## src/inc/rx_err_pkg.sv

```systemverilog
// Purpose: shared constants and types for the serial receive error flag block
// Assumes: 40 MHz system clock, Avalon-MM register slave with 32-bit data
// Notes: register offsets are byte addresses on word boundaries
package rx_err_pkg;

// ----------------------------------------------------------------
// register map
// ----------------------------------------------------------------
localparam logic [3:0] OFF_CTRL = 4'h0;
localparam logic [3:0] OFF_BAUD = 4'h4;
localparam logic [3:0] OFF_STATUS = 4'h8;
localparam logic [3:0] OFF_DATA = 4'hc;
localparam logic [3:0] OFF_IRQ_STAT = 4'h0;
localparam int ADDR_W = 5;
localparam logic [4:0] OFF_IRQ_PEND = 5'h10;
localparam logic [4:0] OFF_IRQ_MASK = 5'h14;

// status bit positions
localparam int ST_PF = 0;
localparam int ST_FE = 1;
localparam int ST_NF = 2;
localparam int ST_OR = 3;
localparam int ST_IDLE = 4;
localparam int ST_RX_DATA_FULL_FLAG = 5;

// control bit positions
localparam int CT_PT = 0;
localparam int CT_PE = 1;
localparam int CT_RE = 2;

// interrupt event positions
localparam int EV_RX = 0;
localparam int EV_ERR = 1;
localparam int EV_OR = 2;
localparam int EV_W = 3;

// ----------------------------------------------------------------
// timing and reset values
// ----------------------------------------------------------------
localparam int OVS = 16;
localparam int OVS_W = 4;
localparam int VOTE_A = 7;
localparam int VOTE_B = 8;
localparam int VOTE_C = 9;
localparam int DATA_BITS = 8;
localparam int BAUD_W = 16;
localparam logic [15:0] BAUD_RST = 16'h0010;
localparam logic [2:0] CTRL_RST = 3'h4;

typedef struct packed {
    logic valid;
    logic [DATA_BITS-1:0] data;
    logic noise;
    logic frame_err;
    logic par_err;
} rx_frame_s;

typedef struct packed {
    logic rd_status;
    logic rd_data;
} sw_access_s;

endpackage

```

## src/design/serial_rx_error_flags.sv

```systemverilog
// Purpose: serial receiver status flags with read-sequence clearing
// Assumes: Avalon-MM slave, 32-bit data, byte offsets on word boundaries, rxd synchronous
// Notes: flag clear is status read then data read, as in classic uarts
//
// Functional notes
// - noise on the receive input during a frame sets the noise flag, status bit 2
// - noise flag rises with data-full flag, never on an overrunning frame
// - status read then data read clears the noise flag
// - a zero sampled at the stop bit sets framing error, status bit 1
// - framing error rises with data-full flag, never on an overrunning frame
// - framing error set blocks reception of further frames until cleared
// - framing error clears after status read with it set, then data read
// - parity enabled and parity mismatch sets the parity error flag, status bit 0
// - parity error rises with data-full flag, never on an overrunning frame
// - status read then data read clears the parity error flag
// - completed frame moving into data register sets the data-full flag
// - frame ending while the data-full flag is set, except in the clearing data read cycle, sets overrun and discards the new frame
//
// Register access over Avalon-MM and the register offsets were left to the implementer.
`timescale 1ns/10ps
`default_nettype none
module serial_rx_error_flags
    import rx_err_pkg::*;
(
    input wire logic clk_sys,
    input wire logic rstn,
    input wire logic [rx_err_pkg::ADDR_W-1:0] avs_address,
    input wire logic avs_read,
    input wire logic avs_write,
    input wire logic [31:0] avs_writedata,
    input wire logic [3:0] avs_byteenable,
    output logic [31:0] avs_readdata,
    output logic avs_waitrequest,
    input wire logic rxd,
    output logic irq
);
    import rx_err_pkg::*;

    // ----------------------------------------------------------------
    // state
    // ----------------------------------------------------------------
    typedef struct packed {
        logic [2:0] ctrl;
        logic [BAUD_W-1:0] baud;
        logic rx_data_full_flag;
        logic ovr;
        logic nf;
        logic fe;
        logic pf;
        logic idle;
        logic idle_armed;
        logic [DATA_BITS-1:0] data;
        logic armed;
        logic [EV_W-1:0] pend;
        logic [EV_W-1:0] mask;
        logic ack;
        logic [31:0] rdata;
    } st_s;
    st_s st_r;
    st_s st_nxt;

    logic tick;
    logic line_idle;
    rx_frame_s frame;
    sw_access_s acc;

    rx_sampler u_sampler (
        .clk_sys(clk_sys),
        .rstn(rstn),
        .divisor(st_r.baud),
        .tick(tick)
    );

    rx_shifter u_shifter (
        .clk_sys(clk_sys),
        .rstn(rstn),
        .tick(tick),
        .rxd(rxd),
        // a low stop bit keeps the line low; block starts before fe is registered
        .enable(st_r.ctrl[CT_RE] & ~st_r.fe & ~(frame.valid & frame.frame_err)),
        .parity_enable(st_r.ctrl[CT_PE]),
        .parity_type(st_r.ctrl[CT_PT]),
        .frame_out(frame),
        .line_idle(line_idle)
    );

    // ----------------------------------------------------------------
    // helpers
    // ----------------------------------------------------------------
    function automatic logic [31:0] merge(input logic [31:0] old, input logic [31:0] wd,
                                          input logic [3:0] be);
        logic [31:0] m;
        m = {{8{be[3]}}, {8{be[2]}}, {8{be[1]}}, {8{be[0]}}};
        merge = (old & ~m) | (wd & m);
    endfunction

    function automatic logic [7:0] status_byte(input st_s s);
        status_byte = '0;
        status_byte[ST_RX_DATA_FULL_FLAG] = s.rx_data_full_flag;
        status_byte[ST_IDLE] = s.idle;
        status_byte[ST_OR] = s.ovr;
        status_byte[ST_NF] = s.nf;
        status_byte[ST_FE] = s.fe;
        status_byte[ST_PF] = s.pf;
    endfunction

    // ----------------------------------------------------------------
    // next state
    // ----------------------------------------------------------------
    logic req;
    logic [31:0] wmerged;
    logic [EV_W-1:0] ev;
    logic clear_seq;
    always_comb
    begin
        st_nxt = st_r;
        req = (avs_read | avs_write) & ~st_r.ack;
        acc.rd_status = req & avs_read & ({1'b0, avs_address} == {2'b00, OFF_STATUS});
        acc.rd_data = req & avs_read & ({1'b0, avs_address} == {2'b00, OFF_DATA});
        st_nxt.ack = req;
        wmerged = '0;
        ev = '0;
        clear_seq = acc.rd_data & st_r.armed;
        // one wait cycle per access; answer registered
        if (req && avs_read)
        begin
            st_nxt.rdata = '0;
            if (avs_address == ADDR_W'(OFF_CTRL))
                st_nxt.rdata = {29'h0, st_r.ctrl};
            else if (avs_address == ADDR_W'(OFF_BAUD))
                st_nxt.rdata = {16'h0, st_r.baud};
            else if (avs_address == ADDR_W'(OFF_STATUS))
                st_nxt.rdata = {24'h0, status_byte(st_r)};
            else if (avs_address == ADDR_W'(OFF_DATA))
                st_nxt.rdata = {24'h0, st_r.data};
            else if (avs_address == OFF_IRQ_PEND)
                st_nxt.rdata = {29'h0, st_r.pend};
            else if (avs_address == OFF_IRQ_MASK)
                st_nxt.rdata = {29'h0, st_r.mask};
        end
        // status read arms the clear only if a flag is showing
        if (acc.rd_status && (status_byte(st_r) != 8'h00))
            st_nxt.armed = 1'b1;
        if (clear_seq)
        begin
            st_nxt.armed = 1'b0;
            st_nxt.rx_data_full_flag = 1'b0;
            st_nxt.ovr = 1'b0;
            st_nxt.idle = 1'b0;
            st_nxt.nf = 1'b0;
            st_nxt.fe = 1'b0;
            st_nxt.pf = 1'b0;
        end
        if (req && avs_write)
        begin
            if (avs_address == ADDR_W'(OFF_CTRL))
                st_nxt.ctrl = 3'(merge({29'h0, st_r.ctrl}, avs_writedata, avs_byteenable));
            else if (avs_address == ADDR_W'(OFF_BAUD))
                st_nxt.baud = 16'(merge({16'h0, st_r.baud}, avs_writedata, avs_byteenable));
            else if (avs_address == OFF_IRQ_MASK)
                st_nxt.mask = 3'(merge({29'h0, st_r.mask}, avs_writedata, avs_byteenable));
            else if (avs_address == OFF_IRQ_PEND)
            begin
                wmerged = merge(32'h0, avs_writedata, avs_byteenable);
                st_nxt.pend = st_r.pend & ~wmerged[EV_W-1:0];
            end
        end
        // a frame landing in the clear cycle sees the register as free
        if (frame.valid)
        begin
            if (st_r.rx_data_full_flag && !clear_seq)
            begin
                st_nxt.ovr = 1'b1;
                ev[EV_OR] = 1'b1;
            end
            else
            begin
                st_nxt.rx_data_full_flag = 1'b1;
                st_nxt.data = frame.data;
                st_nxt.nf = frame.noise;
                st_nxt.fe = frame.frame_err;
                st_nxt.pf = frame.par_err;
                st_nxt.idle_armed = 1'b1;
                ev[EV_RX] = 1'b1;
                ev[EV_ERR] = frame.noise | frame.frame_err | frame.par_err;
            end
        end
        if (line_idle && st_r.idle_armed && !frame.valid)
        begin
            st_nxt.idle = 1'b1;
            st_nxt.idle_armed = 1'b0;
        end
        // set beats the write-one clear
        st_nxt.pend = st_nxt.pend | ev;
    end

    // ----------------------------------------------------------------
    // registers
    // ----------------------------------------------------------------
    always_ff @(posedge clk_sys or negedge rstn)
    begin
        if (!rstn)
        begin
            st_r <= '0;
            st_r.ctrl <= CTRL_RST;
            st_r.baud <= BAUD_RST;
        end
        else
        begin
            st_r <= st_nxt;
        end
    end

    assign avs_waitrequest = (avs_read | avs_write) & ~st_r.ack;
    assign avs_readdata = st_r.rdata;
    assign irq = |(st_r.pend & st_r.mask);
endmodule
`default_nettype wire

```

## src/design/rx_sampler.sv

```systemverilog
// Purpose: 16x oversampling tick generator
// Assumes: divisor of zero is treated as one
// Notes: tick is high one cycle in every divisor cycles, so it stays high for divisor 0 or 1
`timescale 1ns/10ps
`default_nettype none
module rx_sampler
    import rx_err_pkg::*;
(
    input wire logic clk_sys,
    input wire logic rstn,
    input wire logic [BAUD_W-1:0] divisor,
    output logic tick
);
    typedef struct packed {
        logic [BAUD_W-1:0] cnt;
        logic tick;
    } st_s;
    st_s st_r;
    st_s st_nxt;

    always_comb
    begin
        st_nxt = st_r;
        st_nxt.tick = 1'b0;
        if (st_r.cnt + 16'h0001 >= divisor)
        begin
            st_nxt.cnt = '0;
            st_nxt.tick = 1'b1;
        end
        else
        begin
            st_nxt.cnt = st_r.cnt + 16'h0001;
        end
    end

    always_ff @(posedge clk_sys or negedge rstn)
    begin
        if (!rstn)
            st_r <= '0;
        else
            st_r <= st_nxt;
    end

    assign tick = st_r.tick;
endmodule
`default_nettype wire

```

## src/design/rx_shifter.sv

```systemverilog
// Purpose: frame receiver with majority voting and noise detect
// Assumes: 8 data bits, optional parity bit, one stop bit
// Notes: frame_out.valid pulses for one cycle, one tick after the last stop bit sample
`timescale 1ns/10ps
`default_nettype none
module rx_shifter
    import rx_err_pkg::*;
(
    input wire logic clk_sys,
    input wire logic rstn,
    input wire logic tick,
    input wire logic rxd,
    input wire logic enable,
    input wire logic parity_enable,
    input wire logic parity_type,
    output rx_err_pkg::rx_frame_s frame_out,
    output logic line_idle
);
    import rx_err_pkg::*;

    typedef enum logic [2:0] {S_IDLE, S_START, S_DATA, S_PAR, S_STOP} ph_e;

    typedef struct packed {
        ph_e ph;
        logic [OVS_W-1:0] sub;
        logic [3:0] bitn;
        logic [2:0] votes;
        logic [DATA_BITS-1:0] shreg;
        logic noisy;
        logic par;
        logic par_bad;
        rx_frame_s frame;
    } st_s;
    st_s st_r;
    st_s st_nxt;

    // majority of three samples; any disagreement marks noise
    function automatic logic majority(input logic [2:0] v);
        majority = (v[0] & v[1]) | (v[1] & v[2]) | (v[0] & v[2]);
    endfunction

    function automatic logic disagree(input logic [2:0] v);
        disagree = (v != 3'b000) && (v != 3'b111);
    endfunction

    logic bitval;
    logic last_sub;
    always_comb
    begin
        bitval = majority(st_r.votes);
        last_sub = (st_r.sub == OVS_W'(OVS-1));
        st_nxt = st_r;
        st_nxt.frame.valid = 1'b0;
        if (tick && st_r.ph != S_IDLE)
        begin
            st_nxt.sub = st_r.sub + 1'b1;
            if (st_r.sub == OVS_W'(VOTE_A))
                st_nxt.votes[0] = rxd;
            if (st_r.sub == OVS_W'(VOTE_B))
                st_nxt.votes[1] = rxd;
            if (st_r.sub == OVS_W'(VOTE_C))
                st_nxt.votes[2] = rxd;
        end
        unique case (st_r.ph)
            S_IDLE:
            begin
                if (tick && enable && !rxd)
                begin
                    st_nxt.ph = S_START;
                    st_nxt.sub = OVS_W'(1);
                    st_nxt.noisy = 1'b0;
                    st_nxt.par = parity_type;
                    st_nxt.bitn = '0;
                end
            end
            S_START:
            begin
                if (tick && last_sub)
                begin
                    st_nxt.noisy = disagree(st_r.votes);
                    st_nxt.ph = bitval ? S_IDLE : S_DATA;
                end
            end
            S_DATA:
            begin
                if (tick && last_sub)
                begin
                    st_nxt.noisy = st_r.noisy | disagree(st_r.votes);
                    st_nxt.shreg = {bitval, st_r.shreg[DATA_BITS-1:1]};
                    st_nxt.par = st_r.par ^ bitval;
                    st_nxt.bitn = st_r.bitn + 4'h1;
                    if (st_r.bitn == 4'(DATA_BITS-1))
                        st_nxt.ph = parity_enable ? S_PAR : S_STOP;
                end
            end
            S_PAR:
            begin
                if (tick && last_sub)
                begin
                    st_nxt.noisy = st_r.noisy | disagree(st_r.votes);
                    st_nxt.par_bad = st_r.par ^ bitval;
                    st_nxt.ph = S_STOP;
                end
            end
            S_STOP:
            begin
                if (tick && st_r.sub == OVS_W'(VOTE_C + 1))
                begin
                    st_nxt.ph = S_IDLE;
                    st_nxt.frame.valid = 1'b1;
                    st_nxt.frame.data = st_r.shreg;
                    st_nxt.frame.noise = st_r.noisy | disagree(st_r.votes);
                    st_nxt.frame.frame_err = !bitval;
                    st_nxt.frame.par_err = parity_enable & st_r.par_bad;
                    st_nxt.par_bad = 1'b0;
                end
            end
        endcase
    end

    always_ff @(posedge clk_sys or negedge rstn)
    begin
        if (!rstn)
            st_r <= '0;
        else
            st_r <= st_nxt;
    end

    assign frame_out = st_r.frame;
    assign line_idle = (st_r.ph == S_IDLE);
endmodule
`default_nettype wire

```

## config.mk

```make
export PLATFORM = sky130hd
export DESIGN_NAME = serial_rx_error_flags
export DESIGN_NICKNAME = d
export VERILOG_FILES = /design/src/inc/rx_err_pkg.sv /design/src/design/serial_rx_error_flags.sv /design/src/design/rx_sampler.sv /design/src/design/rx_shifter.sv
export SDC_FILE = /design/constraint.sdc
export NUM_CORES = 1
export LEC_CHECK = 0
export ABC_AREA = 1
export ABC_CLOCK_PERIOD_IN_PS = 6600
export BUFFER_PORTS_ARGS = -buffer_cell sky130_fd_sc_hd__buf_2
export CORE_MARGIN = 2
export CORE_UTILIZATION = 63
export DETAILED_ROUTE_END_ITERATION = 8
export PLACE_DENSITY = 0.86
export SYNTH_ARGS = -nofsm -noshare
export SYNTH_HDL_FRONTEND = slang
export SYNTH_SLANG_ARGS = --single-unit
```

## constraint.sdc

```tcl
create_clock -name clk_sys -period 6.6 [get_ports clk_sys]
set_clock_uncertainty 0.05 [all_clocks]
set_input_delay 0.66 -clock clk_sys [delete_from_list [all_inputs] [get_ports clk_sys]]
set_output_delay 0.66 -clock clk_sys [all_outputs]
set_load 0.01 [all_outputs]
```

Yosys cells after proc, flatten, opt, wreduce, memory -nomap -nowiden
Index checks and enable logic that the tools add are counted.
Widths: inputs -> output; s select.
- register bits after elaboration: 128
- input port bits: 46
- output and inout port bits: 34
- word-level logic and storage cells: 188
- add/subtract/negate cells: 3
- magnitude comparators: 1
- eq/ne operators: 23
- muxes and demuxes: 50
- bitwise operators: 37
- reductions and logical operators: 42
- operator list (cell ; number):
    $mux 3 ; 13
    $and 16x16->16 ; 2
    $mux 16 ; 2
    $mux 32 ; 1
    $mux 6 ; 4
    $mux 9 ; 2
    $add 16x1->16 const B ; 1
    $eq 4x4->1 const B ; 4
    $ge 16x16->1 ; 1
    $mux 8 ; 2
    $not 16->16 ; 1
    $or 16x16->16 ; 1
    $reduce_and 2->1 ; 8
    $pmux 3 s5 ; 1
    $ne 2x1->1 const B ; 7
    $mux 13 ; 1
    $and 1x1->1 ; 12
    $and 3x3->3 ; 4
    $logic_and 1x1->1 ; 12
    $mux 12 ; 1
    $mux 4 ; 3
    $mux 11 ; 1
    $eq 5x4->1 const B ; 2
    $eq 5x5->1 const B ; 2
    30 further kinds ; 68

Logic depth before layout (Yosys ltp)
Gate-level depths: netlist of run 1.
- word-level depth: 10
- mapped depth: 16
- gate-level depth less buffers: 15

Cells and area by module
A second synthesis of run 1 with hierarchy kept.
- cells, all modules: 812
- area, all modules: 6308.6 um^2
- by module, submodules not included (module ; times used ; cells each ; area each (um^2) ; seq. area each (um^2)):
    serial_rx_error_flags ; 1 ; 359 ; 2952.8 ; 1453.9
    rx_shifter ; 1 ; 250 ; 1966.9 ; 925.9
    rx_sampler ; 1 ; 203 ; 1388.8 ; 425.4

Worst setup path before layout of run 1
OpenSTA, ideal clock, no wires.
- path type: flip-flop to flip-flop
- start point: register u_sampler.st_r[1] (netlist bit)
- end point: register u_sampler.st_r[11] (netlist bit)
- setup time: 0.123 ns
- arrival time: 2.350 ns
- required time: 6.427 ns
- setup slack: 4.077 ns
- cell stages (with the launch flop): 16
- buffers on the path: 1
- period minus slack after synthesis: 2.523 ns
- cells stage by stage: dfrtp_1 -> ha_1 -> nand2_1 -> nor2_1 -> nand3b_1 -> nor2_1 -> nand2_1 -> nand2_1 -> inv_1 -> ha_1 -> nand2_1 -> nor3_1 -> nand3_1 -> nand3_1 -> buf_2 -> nor2_1
- RTL lines (element ; RTL line ; text):
    from (decl) ; rx_sampler.sv:18 ; st_s st_r;
    from (signal assigned) ; rx_sampler.sv:41 ; st_r <= st_nxt;

==> impl_results.md, run 1 <==
- IR drop worst, VDD: 0.112 mV
- Weighted congestion reported at the end of routability-driven placement: 0.976
- Static Leak: 3.43 nW
- Distinct cells, synth: 37
- Layout overhead on the synthesized area: 5.06%
- Worst hold margin: 0.213 ns
- Pre-antenna DRT Iters: 5
- Number of global-route vias before repair: 4527
- Boundary pin count: 80
- Period utilization: 46.8%
- Endpoints failing setup: 0
- Detailed router's first-iteration violation count: 265
- Max-slew violation count: 0
- Drt via density: 5.28
- Clock Tree Root: clkbuf_8
- DRC Markers: 0
- Peak Freq: 324 MHz
- Mean routed wirelength per cell: 13.4 µm
- Data required time at the worst endpoint: 6.80 ns
- Buffer levels on the longest clock path: 2
- Measured slew at the worst slew-check pin: 0.772 ns
- Summed negative setup slack over all endpoints: 0 ns
- Floorplan die area: 10400 µm²
- Crit path kind: reg2reg
- Count of filler cells inserted in the layout: 751
- Yosys synthesis warning count: 0
- Final #Nets: 832
- Largest driver fanout on the critical path: 17
- Routed via count: 4745
- Worst min-delay path class: in2async
- TritonCTS Buffers: 9
- Number of failing hold endpoints at the final stage: 0
- Die height: 102 µm
- H-tree depth: 3
- Max transition margin: 48.5%
- Core region area: 9280 µm²
- First-pass GRT wire length: 20.0 mm
- Number of gates resized after CTS: 0
- Total of flip-flops plus latches after synthesis: 112
- Hold bufs inserted after CTS: 0
- Post-synthesis instance area: 6040 µm²
- Antenna violations before repair: 0
- Routed Wire Length: 12.0 mm
- Critical Path Start Type: flop
- Syn avg cell area: 8.17 µm²
- Fraction of the yosys area taken by sequential cells: 46.5%
- Clock Pin Slew Worst Setup and Hold Paths: 0.13 ns
- Number of placement rows: 35
- Clock sink count: 112
- Remaining number of nets flagged by the antenna check after routing: 0
- All-layer global routing usage: 24.3%
- Port buffer count: 45
- Post-synthesis instance total: 739
- Endpoint kind of the worst setup timing path: flop
- Die extent in x: 102 µm
- Clock latency on the worst-skew pair: 0.39 ns
- Register cell area after layout: 2810 µm²
- Period minus WS final: 3.09 ns
- Outcome: complete, no violations
- Initial Utilization: 65.0%
- Hpwl dp: 9.10 mm
- Multi-input gate area: 2530 µm²
- Proportion of layout cells with a drive suffix above 1: 12.6%
- Arrival time at the worst endpoint: 3.28 ns
- Clock tree from TritonCTS: done
- Number of buffers added for setup after CTS: 0
- Count of inserted antenna diode cells: 0
- Maximum number of pins on one net before global-route repair: 64
- Maxcap violations: 0
- RSZ-0062 raised after global routing: false
- Ratio of total power to cell area: 198 nW/µm²
- Leftover overflow at the end of global routing: 0
## cells in the mapped netlist
cell type | number | area [µm²]
o22ai_1 | 2 | 12.5
o21ai_1 | 3 | 15.0
inv_2 | 5 | 18.8
or2_2 | 2 | 12.5
nand2_4 | 3 | 33.8
dfstp_2 | 2 | 52.6
o31ai_1 | 11 | 82.6
buf_4 | 34 | 255
ha_1 | 22 | 275
clkbuf_1 | 3 | 11.3
clkinv_2 | 2 | 10.0
conb_1 | 1 | 3.75
nor2_1 | 76 | 285
nand2_1 | 170 | 638
o211ai_1 | 4 | 30.0
nand3b_1 | 4 | 30.0
nor2_4 | 7 | 78.8
and3_1 | 1 | 6.26
o21bai_1 | 5 | 37.5
o21ai_2 | 1 | 8.76
nand3_1 | 42 | 210
nand4_2 | 1 | 12.5
buf_6 | 6 | 67.6
o21a_1 | 1 | 7.51
xor2_1 | 11 | 96.3
nand2_2 | 6 | 37.5
dfrtp_1 | 110 | 2750
nor3_1 | 6 | 30.0
a31oi_1 | 1 | 6.26
nand3_4 | 3 | 52.6
nor2_2 | 3 | 18.8
o21ai_0 | 45 | 225
inv_1 | 100 | 375
a21oi_1 | 27 | 135
buf_2 | 3 | 15.0
nand4_1 | 15 | 93.8
buf_1 | 1 | 3.75
## cell families after synthesis
family | share of synthesized area (%)
compound gates | 9.28
buf+inv | 12.5
xor+xnor | 1.60
other cells | 0.0621
simple gates | 25.5
fa+ha+maj | 4.56
flops | 46.5
## worst max-delay path, cell delays in order (launching register included)
cell      delay, ns
dfrtp_1        0.40
ha_1           0.20
nand2_1        0.06
nor2_1         0.33
nand3b_1       0.21
nor2_1         0.15
nand2_1        0.06
nand2_1        0.08
inv_1          0.05
ha_1           0.26
nand2_1        0.08
nor3_1         0.34
nand3_1        0.12
nand3_1        0.48
nor2_1         0.09
## placed cells by master, fill, tap and decap left out, types with 2 or more instances in the layout
cell	netlist	final
nand2_1	170	170
dfrtp_1	110	110
inv_1	100	100
nor2_1	76	76
o21ai_0	45	45
buf_2	3	44
nand3_1	42	42
a21oi_1	27	27
ha_1	22	22
conb_1	1	16
nand4_1	15	15
xor2_1	11	11
o31ai_1	11	11
clkbuf_8	0	9
nor2_4	7	7
nor3_1	6	6
nand2_2	6	6
o21bai_1	5	5
inv_2	5	5
nand3b_1	4	4
o211ai_1	4	4
nor2_2	3	3
nand3_4	3	3
nand2_4	3	3
o21ai_1	3	3
clkinv_2	2	2
o22ai_1	2	2
or2_2	2	2
dfstp_2	2	2
clkinv_4	0	2
inv_8	0	2
buf_4	34	2
## cell type report
type	count	area share, %
sequential	112	44.2
clock inverter	7	1.28
multi-input combinational	488	39.9
timing repair buffer	46	3.71
clock buffer	9	1.95
inverter	107	6.37
tap	129	2.54
## final timing paths
check	from	end	slack, ns	cells past startpoint
worst min register to register	u_shifter.frame_out[3]	u_shifter.frame_out[3]	0.43	2
worst max-delay path	u_sampler.st_r[1]	u_sampler.st_r[2]	3.51	14
max in group asynchronous	rstn	u_shifter.st_r[12]	5.06	2
worst max register to register	u_sampler.st_r[1]	u_sampler.st_r[2]	3.51	14
min in group clk_sys	u_shifter.frame_out[3]	u_shifter.frame_out[3]	0.43	2
worst min-delay path	rstn	st_r[32]	0.21	1
## routing by layer
layer	vias up	share of wire, %	track usage [%]
met5	-	0	0
met4	0	3.0	10.7
met3	28	4.2	3.15
met2	130	49	41.2
met1	2232	44	31.5
li1	2355	-	-
## per-stage QoR
stage / power, mW / std cells / worst slack (ns) / util (%) / area (µm²)
2_1_floorplan: 0.820 / 754 / 4.08 / - / 6090
3_3_place_gp: 0.845 / 882 / 3.66 / 66.1 / 6140
3_5_place_dp: 0.852 / 882 / 3.52 / 66.1 / 6140
4_1_cts: 1.26 / 898 / 3.53 / 68.3 / 6340
5_1_grt: 1.31 / 898 / 3.13 / 68.3 / 6340
6_report: 1.26 / 898 / 3.51 / 68.3 / 6340
## report_power, final
group	internal, mW	switching (mW)
clock	0.154	0.264
sequential	0.711	0.0167
combinational	0.0343	0.0762
total	0.899	0.357
Note: power is estimated with default switching activity, not from simulation.
==> inputs of run 2 (changes only) <==
ABC_AREA = 0   (was 1)
ABC_CLOCK_PERIOD_IN_PS = 2700   (was 6600)
CORE_UTILIZATION = 52   (was 63)
PLACE_DENSITY = 0.76   (was 0.86)
clock period = 2.7 ns   (was 6.6 ns; I/O delays follow)
==> impl_results.md, run 2 <==
- Max transition margin: 36.9%
- Most used cells in the layout excluding fill and tap cells: dfrtp_1, nand2_1, buf_2
- DRC Markers: 0
- Placed cell area: 5910 µm²
- Mean routed wirelength per cell: 15.6 µm
- Final #Nets: 676
- Endpoint kind of the worst setup timing path: flop
- Clock sink count: 112
- Distinct cells, synth: 58
- Most used standard cells in the synthesized netlist: dfrtp_1, nand2_1, nor2_1
- Pre-antenna DRT Iters: 5
- Final standard cell area without fillers: 6150 µm²
- Total of flip-flops plus latches after synthesis: 112
- Buffer levels on the longest clock path: 2
- Drt via density: 5.49
- Yosys synthesis warning count: 0
- Routed Wire Length: 11.7 mm
- Largest driver fanout on the critical path: 17
- Clock Pin Slew Worst Setup and Hold Paths: 0.10 ns
- Initial Utilization: 53.0%
- Layout overhead on the synthesized area: 8.04%
- Post-synthesis instance area: 5700 µm²
- Number of failing hold endpoints at the final stage: 0
- Antenna violations before repair: 0
- Core region area: 10700 µm²
- Most common library cell in the layout ignoring fill and taps: dfrtp_1
- Number of placement rows: 38
- Period utilization: 94.9%
- Worst min-delay path class: in2reg
- Overall power after layout: 3.59 mW
- Proportion of layout cells with a drive suffix above 1: 19.7%
- Die extent in x: 109 µm
- Synth async-reset ratio: 100%
- IR drop worst, VDD: 0.318 mV
- Maximum number of pins on one net before global-route repair: 54
- Number of global-route vias before repair: 4023
- Data required time at the worst endpoint: 2.95 ns
- Boundary pin count: 80
- Die height: 109 µm
- Clock Tree Root: clkbuf_8
- Clock latency on the worst-skew pair: 0.38 ns
- Floorplan die area: 11800 µm²
- First-pass GRT wire length: 19.2 mm
- Post-synthesis instance total: 579
- Weighted congestion reported at the end of routability-driven placement: 0.838
- Number of buffers added for setup after CTS: 0
- Maxcap violations: 0
- All-layer global routing usage: 21.1%
- Cell types with the largest area share after synthesis: dfrtp_1, nand2_1, mux2_2, ha_1, buf_4
- Outcome: complete, no violations
- Dominant cell by count in the synthesized netlist: dfrtp_1
- Static Leak: 3.06 nW
- Syn avg cell area: 9.84 µm²
- Max-slew violation count: 0
- Arrival time at the worst endpoint: 2.82 ns
- Area leader, netlist: dfrtp_1
- Ratio of total power to cell area: 584 nW/µm²
- Period minus WS final: 2.56 ns
- Measured slew at the worst slew-check pin: 0.946 ns
- Remaining number of nets flagged by the antenna check after routing: 0
- Count of filler cells inserted in the layout: 910
- Summed negative setup slack over all endpoints: 0 ns
- Fraction of the yosys area taken by sequential cells: 49.3%
- Crit path kind: reg2reg
- Port buffer count: 45
- Count of inserted antenna diode cells: 0
- TritonCTS Buffers: 9
- Routed via count: 4133
- Post-synth top flop: dfrtp_1
- Detailed router's first-iteration violation count: 249
- Endpoints failing setup: 0
- Share of Yosys cell area claimed by the top area cell type: 48.3%
- Hpwl dp: 8.84 mm
- Leftover overflow at the end of global routing: 0
- Number of enable-type register cells in the synthesized netlist: 0
- Peak Freq: 390 MHz
- H-tree depth: 3
- Clock tree from TritonCTS: done
- Critical Path Start Type: flop
run 2: cell count changes in the layout (fill, tap and decap cells not counted), sizes merged, moves of 12 or more:
| cell | previous run | this run |
|---|---|---|
| nand2 | 179 | 107 |
| inv | 109 | 34 |
| nand3 | 45 | 17 |
| nor2 | 86 | 40 |
| o21ai | 49 | 26 |
| nand4 | 16 | 4 |
| mux2 | 0 | 31 |
run 2: final cells by class:
type	instances	area (µm²)	area share (%)
multi-input cells	395	2540	41.2
inverters	35	131	2.14
well taps	140	175	2.85
repair buffers	55	330	5.37
clock inverters	4	30.0	0.488
clock buffers	12	145	2.36
flip-flops and latches	112	2810	45.6
run 2: path summary, 6_finish.rpt:
path                                   startpoint                          to  slack (ns)  cells past startpoint
max                             u_sampler.st_r[5]           u_sampler.st_r[2]        0.14                     12
min                              avs_writedata[9]                        flop        0.06                      2
max reg2reg                     u_sampler.st_r[5]           u_sampler.st_r[2]        0.14                     12
min reg2reg                u_shifter.frame_out[9]      u_shifter.frame_out[9]        0.43                      2
max in group asynchronous                    rstn  asynchronous set/reset pin        1.46                      3
min in group asynchronous                    rstn                    st_r[46]        0.41                      2
run 2: cells by family (layout without fill, tap and decap cells):
| kind of cell | after synthesis | after routing | share of synthesized area, % |
|---|---|---|---|
| flops | 112 | 112 | 49.3 |
| mux | 33 | 33 | 6.48 |
| fa+ha+maj | 23 | 23 | 5.01 |
| simple gates | 218 | 218 | 17.8 |
| xor+xnor | 18 | 18 | 2.77 |
| compound gates | 87 | 87 | 10.3 |
| buf+inv | 87 | 106 | 8.39 |
| other cells | 1 | 16 | 0.0658 |
run 2: repair_timing:
item | CTS | global route
resized for setup | 3 | 13
setup endpoints to repair | 16 | 17
hold endpoints to repair | 50 | 0
hold buffers | 1 | 0
pin swaps | 0 | 4
run 2: critical path, cell delays in order, from the launching register on:
cell     delay (ns)
dfrtp_1        0.38
and4_4         0.26
and3_1         0.21
and4_1         0.25
xnor2_2        0.13
inv_1          0.07
ha_1           0.29
a21oi_1        0.17
o21ai_2        0.09
a21oi_1        0.15
a31oi_2        0.14
buf_12         0.18
nor2b_1        0.13
run 2: stage by stage:
stage,hold slack [ns],cells,utilization [%],setup slack [ns]
6_report,0.0611,753,57.3,0.138
5_1_grt,0.0533,753,57.3,-0.00221
4_1_cts,0.0360,753,56.8,0.0407
3_5_place_dp,0.304,736,55.0,-0.0260
3_3_place_gp,0.292,736,55.0,0.0376
2_1_floorplan,-0.0756,594,-,0.0825
run 2: routing by layer:
metal | wire, µm | vias to the layer above | global-route usage, % | part of all wire [%]
li1 | - | 1984 | - | -
met1 | 5300 | 2015 | 28.3 | 45
met2 | 5550 | 114 | 33.7 | 47
met3 | 667 | 20 | 4.60 | 5.7
met4 | 216 | 0 | 7.69 | 1.8
met5 | 0 | - | 0 | 0
run 2: report_power, final:
part	total (mW)	internal, mW	switching [mW]
sequential	1.96	1.83	0.132
clock	0.920	0.364	0.556
combinational	0.718	0.299	0.419
total	3.59	2.49	1.11
==> inputs of run 3 (changes only) <==
HOLD_SLACK_MARGIN = 0.1   (was default)
==> impl_results.md, run 3 (same netlist as run 2, synthesis figures left out) <==
- Remaining number of nets flagged by the antenna check after routing: 0
- Clock sink count: 112
- Worst min-delay path class: in2reg
- Clock Tree Root: clkbuf_8
- TritonCTS Buffers: 9
- Placed cell area: 5910 µm²
- Hold path start: avs_writedata[2]
- Port buffer count: 45
- Register-to-register setup slack: 0.12 ns
- Core region area: 10700 µm²
- Overall power after layout: 3.61 mW
- Maximum number of pins on one net before global-route repair: 54
- Critical Path Start Type: flop
- Hpwl dp: 8.84 mm
- Buffer levels on the longest clock path: 2
- IR drop worst, VDD: 0.321 mV
- Number of failing hold endpoints at the final stage: 0
- Crit path kind: reg2reg
- Number of buffers added for setup after CTS: 0
- Die extent in x: 109 µm
- Boundary pin count: 80
- Maxcap violations: 0
- Most common library cell in the layout ignoring fill and taps: dfrtp_1
- Drt via density: 5.49
- Ratio of total power to cell area: 574 nW/µm²
- Pre-antenna DRT Iters: 5
- Critical register-to-register path startpoint: u_sampler.st_r[5]
- Final #Nets: 689
- Mean routed wirelength per cell: 15.7 µm
- Peak Freq: 388 MHz
- Endpoint kind of the worst setup timing path: flop
- Data required time at the worst endpoint: 2.95 ns
- DRC Markers: 0
- Period utilization: 95.4%
- Number of placement rows: 38
- Floorplan die area: 11800 µm²
- Layout overhead on the synthesized area: 10.3%
- Period minus WS final: 2.58 ns
- Count of inserted antenna diode cells: 0
- Worst hold margin: 0.117 ns
- Final standard cell area without fillers: 6280 µm²
- Initial Utilization: 53.0%
- Worst hold stages: 3
- Number of global-route vias before repair: 4129
- Routed via count: 4204
- Antenna violations before repair: 0
- Routed Wire Length: 12.0 mm
- Detailed router's first-iteration violation count: 270
- First-pass GRT wire length: 19.6 mm
- Die height: 109 µm
- Weighted congestion reported at the end of routability-driven placement: 0.838
- Max transition margin: 36.0%
- Static Leak: 3.11 nW
- Reg2Reg Capture Point: u_sampler.st_r[2]
- Summed negative setup slack over all endpoints: 0 ns
- All-layer global routing usage: 21.4%
- Clock Pin Slew Worst Setup and Hold Paths: 0.10 ns
- Proportion of layout cells with a drive suffix above 1: 19.3%
- Largest driver fanout on the critical path: 17
- Clock tree from TritonCTS: done
- Arrival time at the worst endpoint: 2.83 ns
- Most used cells in the layout excluding fill and tap cells: dfrtp_1, nand2_1, buf_2
- Outcome: complete, no violations
- Count of cells along the worst register-to-register path: 12
- Clock latency on the worst-skew pair: 0.38 ns
- Leftover overflow at the end of global routing: 0
- Max-slew violation count: 0
- Endpoints failing setup: 0
- Measured slew at the worst slew-check pin: 0.960 ns
- Final cell utilization of the core: 58.5%
- H-tree depth: 3
run 3: cell count changes in the layout (fill, tap and decap cells not counted), sizes merged:
cell	before	now
dlygate4sd3	1	14
run 3: critical path, cell delays in order, from the launching register on:
cell and delay, ns:
dfrtp_1 0.38, and4_4 0.26, and3_1 0.21, and4_1 0.25, xnor2_2 0.13, inv_1 0.07
ha_1 0.29, a21oi_1 0.18, o21ai_2 0.09, a21oi_1 0.15, a31oi_2 0.14, buf_12 0.18
nor2b_1 0.13
run 3: area by class of cell:
type	instances	area, µm²
Clock buffer	12	145
Clock inverter	4	30.0
Fill cell	884	4460
Inverter	35	131
Multi-Input combinational cell	395	2540
Sequential cell	112	2810
Tap cell	140	175
Timing Repair Buffer	68	460
run 3: where the power goes:
group	total, mW	internal, mW	switching, mW
combinational	0.733	0.311	0.422
sequential	1.96	1.83	0.133
clock	0.919	0.364	0.555
total	3.61	2.50	1.11
run 3: through the flow:
stage | setup WS [ns] | cells
after detailed placement | -0.0260 | 736
after CTS | 0.0407 | 766
final | 0.124 | 766
after floorplan | 0.0825 | 594
after global routing | -0.00221 | 766
after global placement | 0.0376 | 736
run 3: worst max path at each step:
stage	from	depth (start not counted)	to
2_1_floorplan	u_sampler.st_r[3]	12	u_sampler.st_r[11]
4_1_cts	u_sampler.st_r[4]	12	u_sampler.st_r[4]
3_3_place_gp	u_sampler.st_r[1]	11	u_sampler.st_r[8]
6_report	u_sampler.st_r[5]	12	u_sampler.st_r[2]
5_1_grt	u_sampler.st_r[7]	12	u_sampler.st_r[2]
3_5_place_dp	u_sampler.st_r[1]	11	u_sampler.st_r[2]
run 3: routing by layer:
layer  share of wire, %  routed length, µm  vias up  GRT usage [%]
li1                   -                  -     2003              -
met1                 45               5420     2045           28.5
met2                 47               5700      135           34.8
met3                5.7                680       21           4.54
met4                1.8                218        0           7.78
met5                  0                  0        -              0
run 3: what timing repair did:
item | CTS | global route
gates cloned | 0 | 0
hold endpoints to repair | 63 | 0
resized for setup | 3 | 13
pin swaps | 0 | 4
hold buffers | 14 | 0
endpoints found under the setup margin | 16 | 17
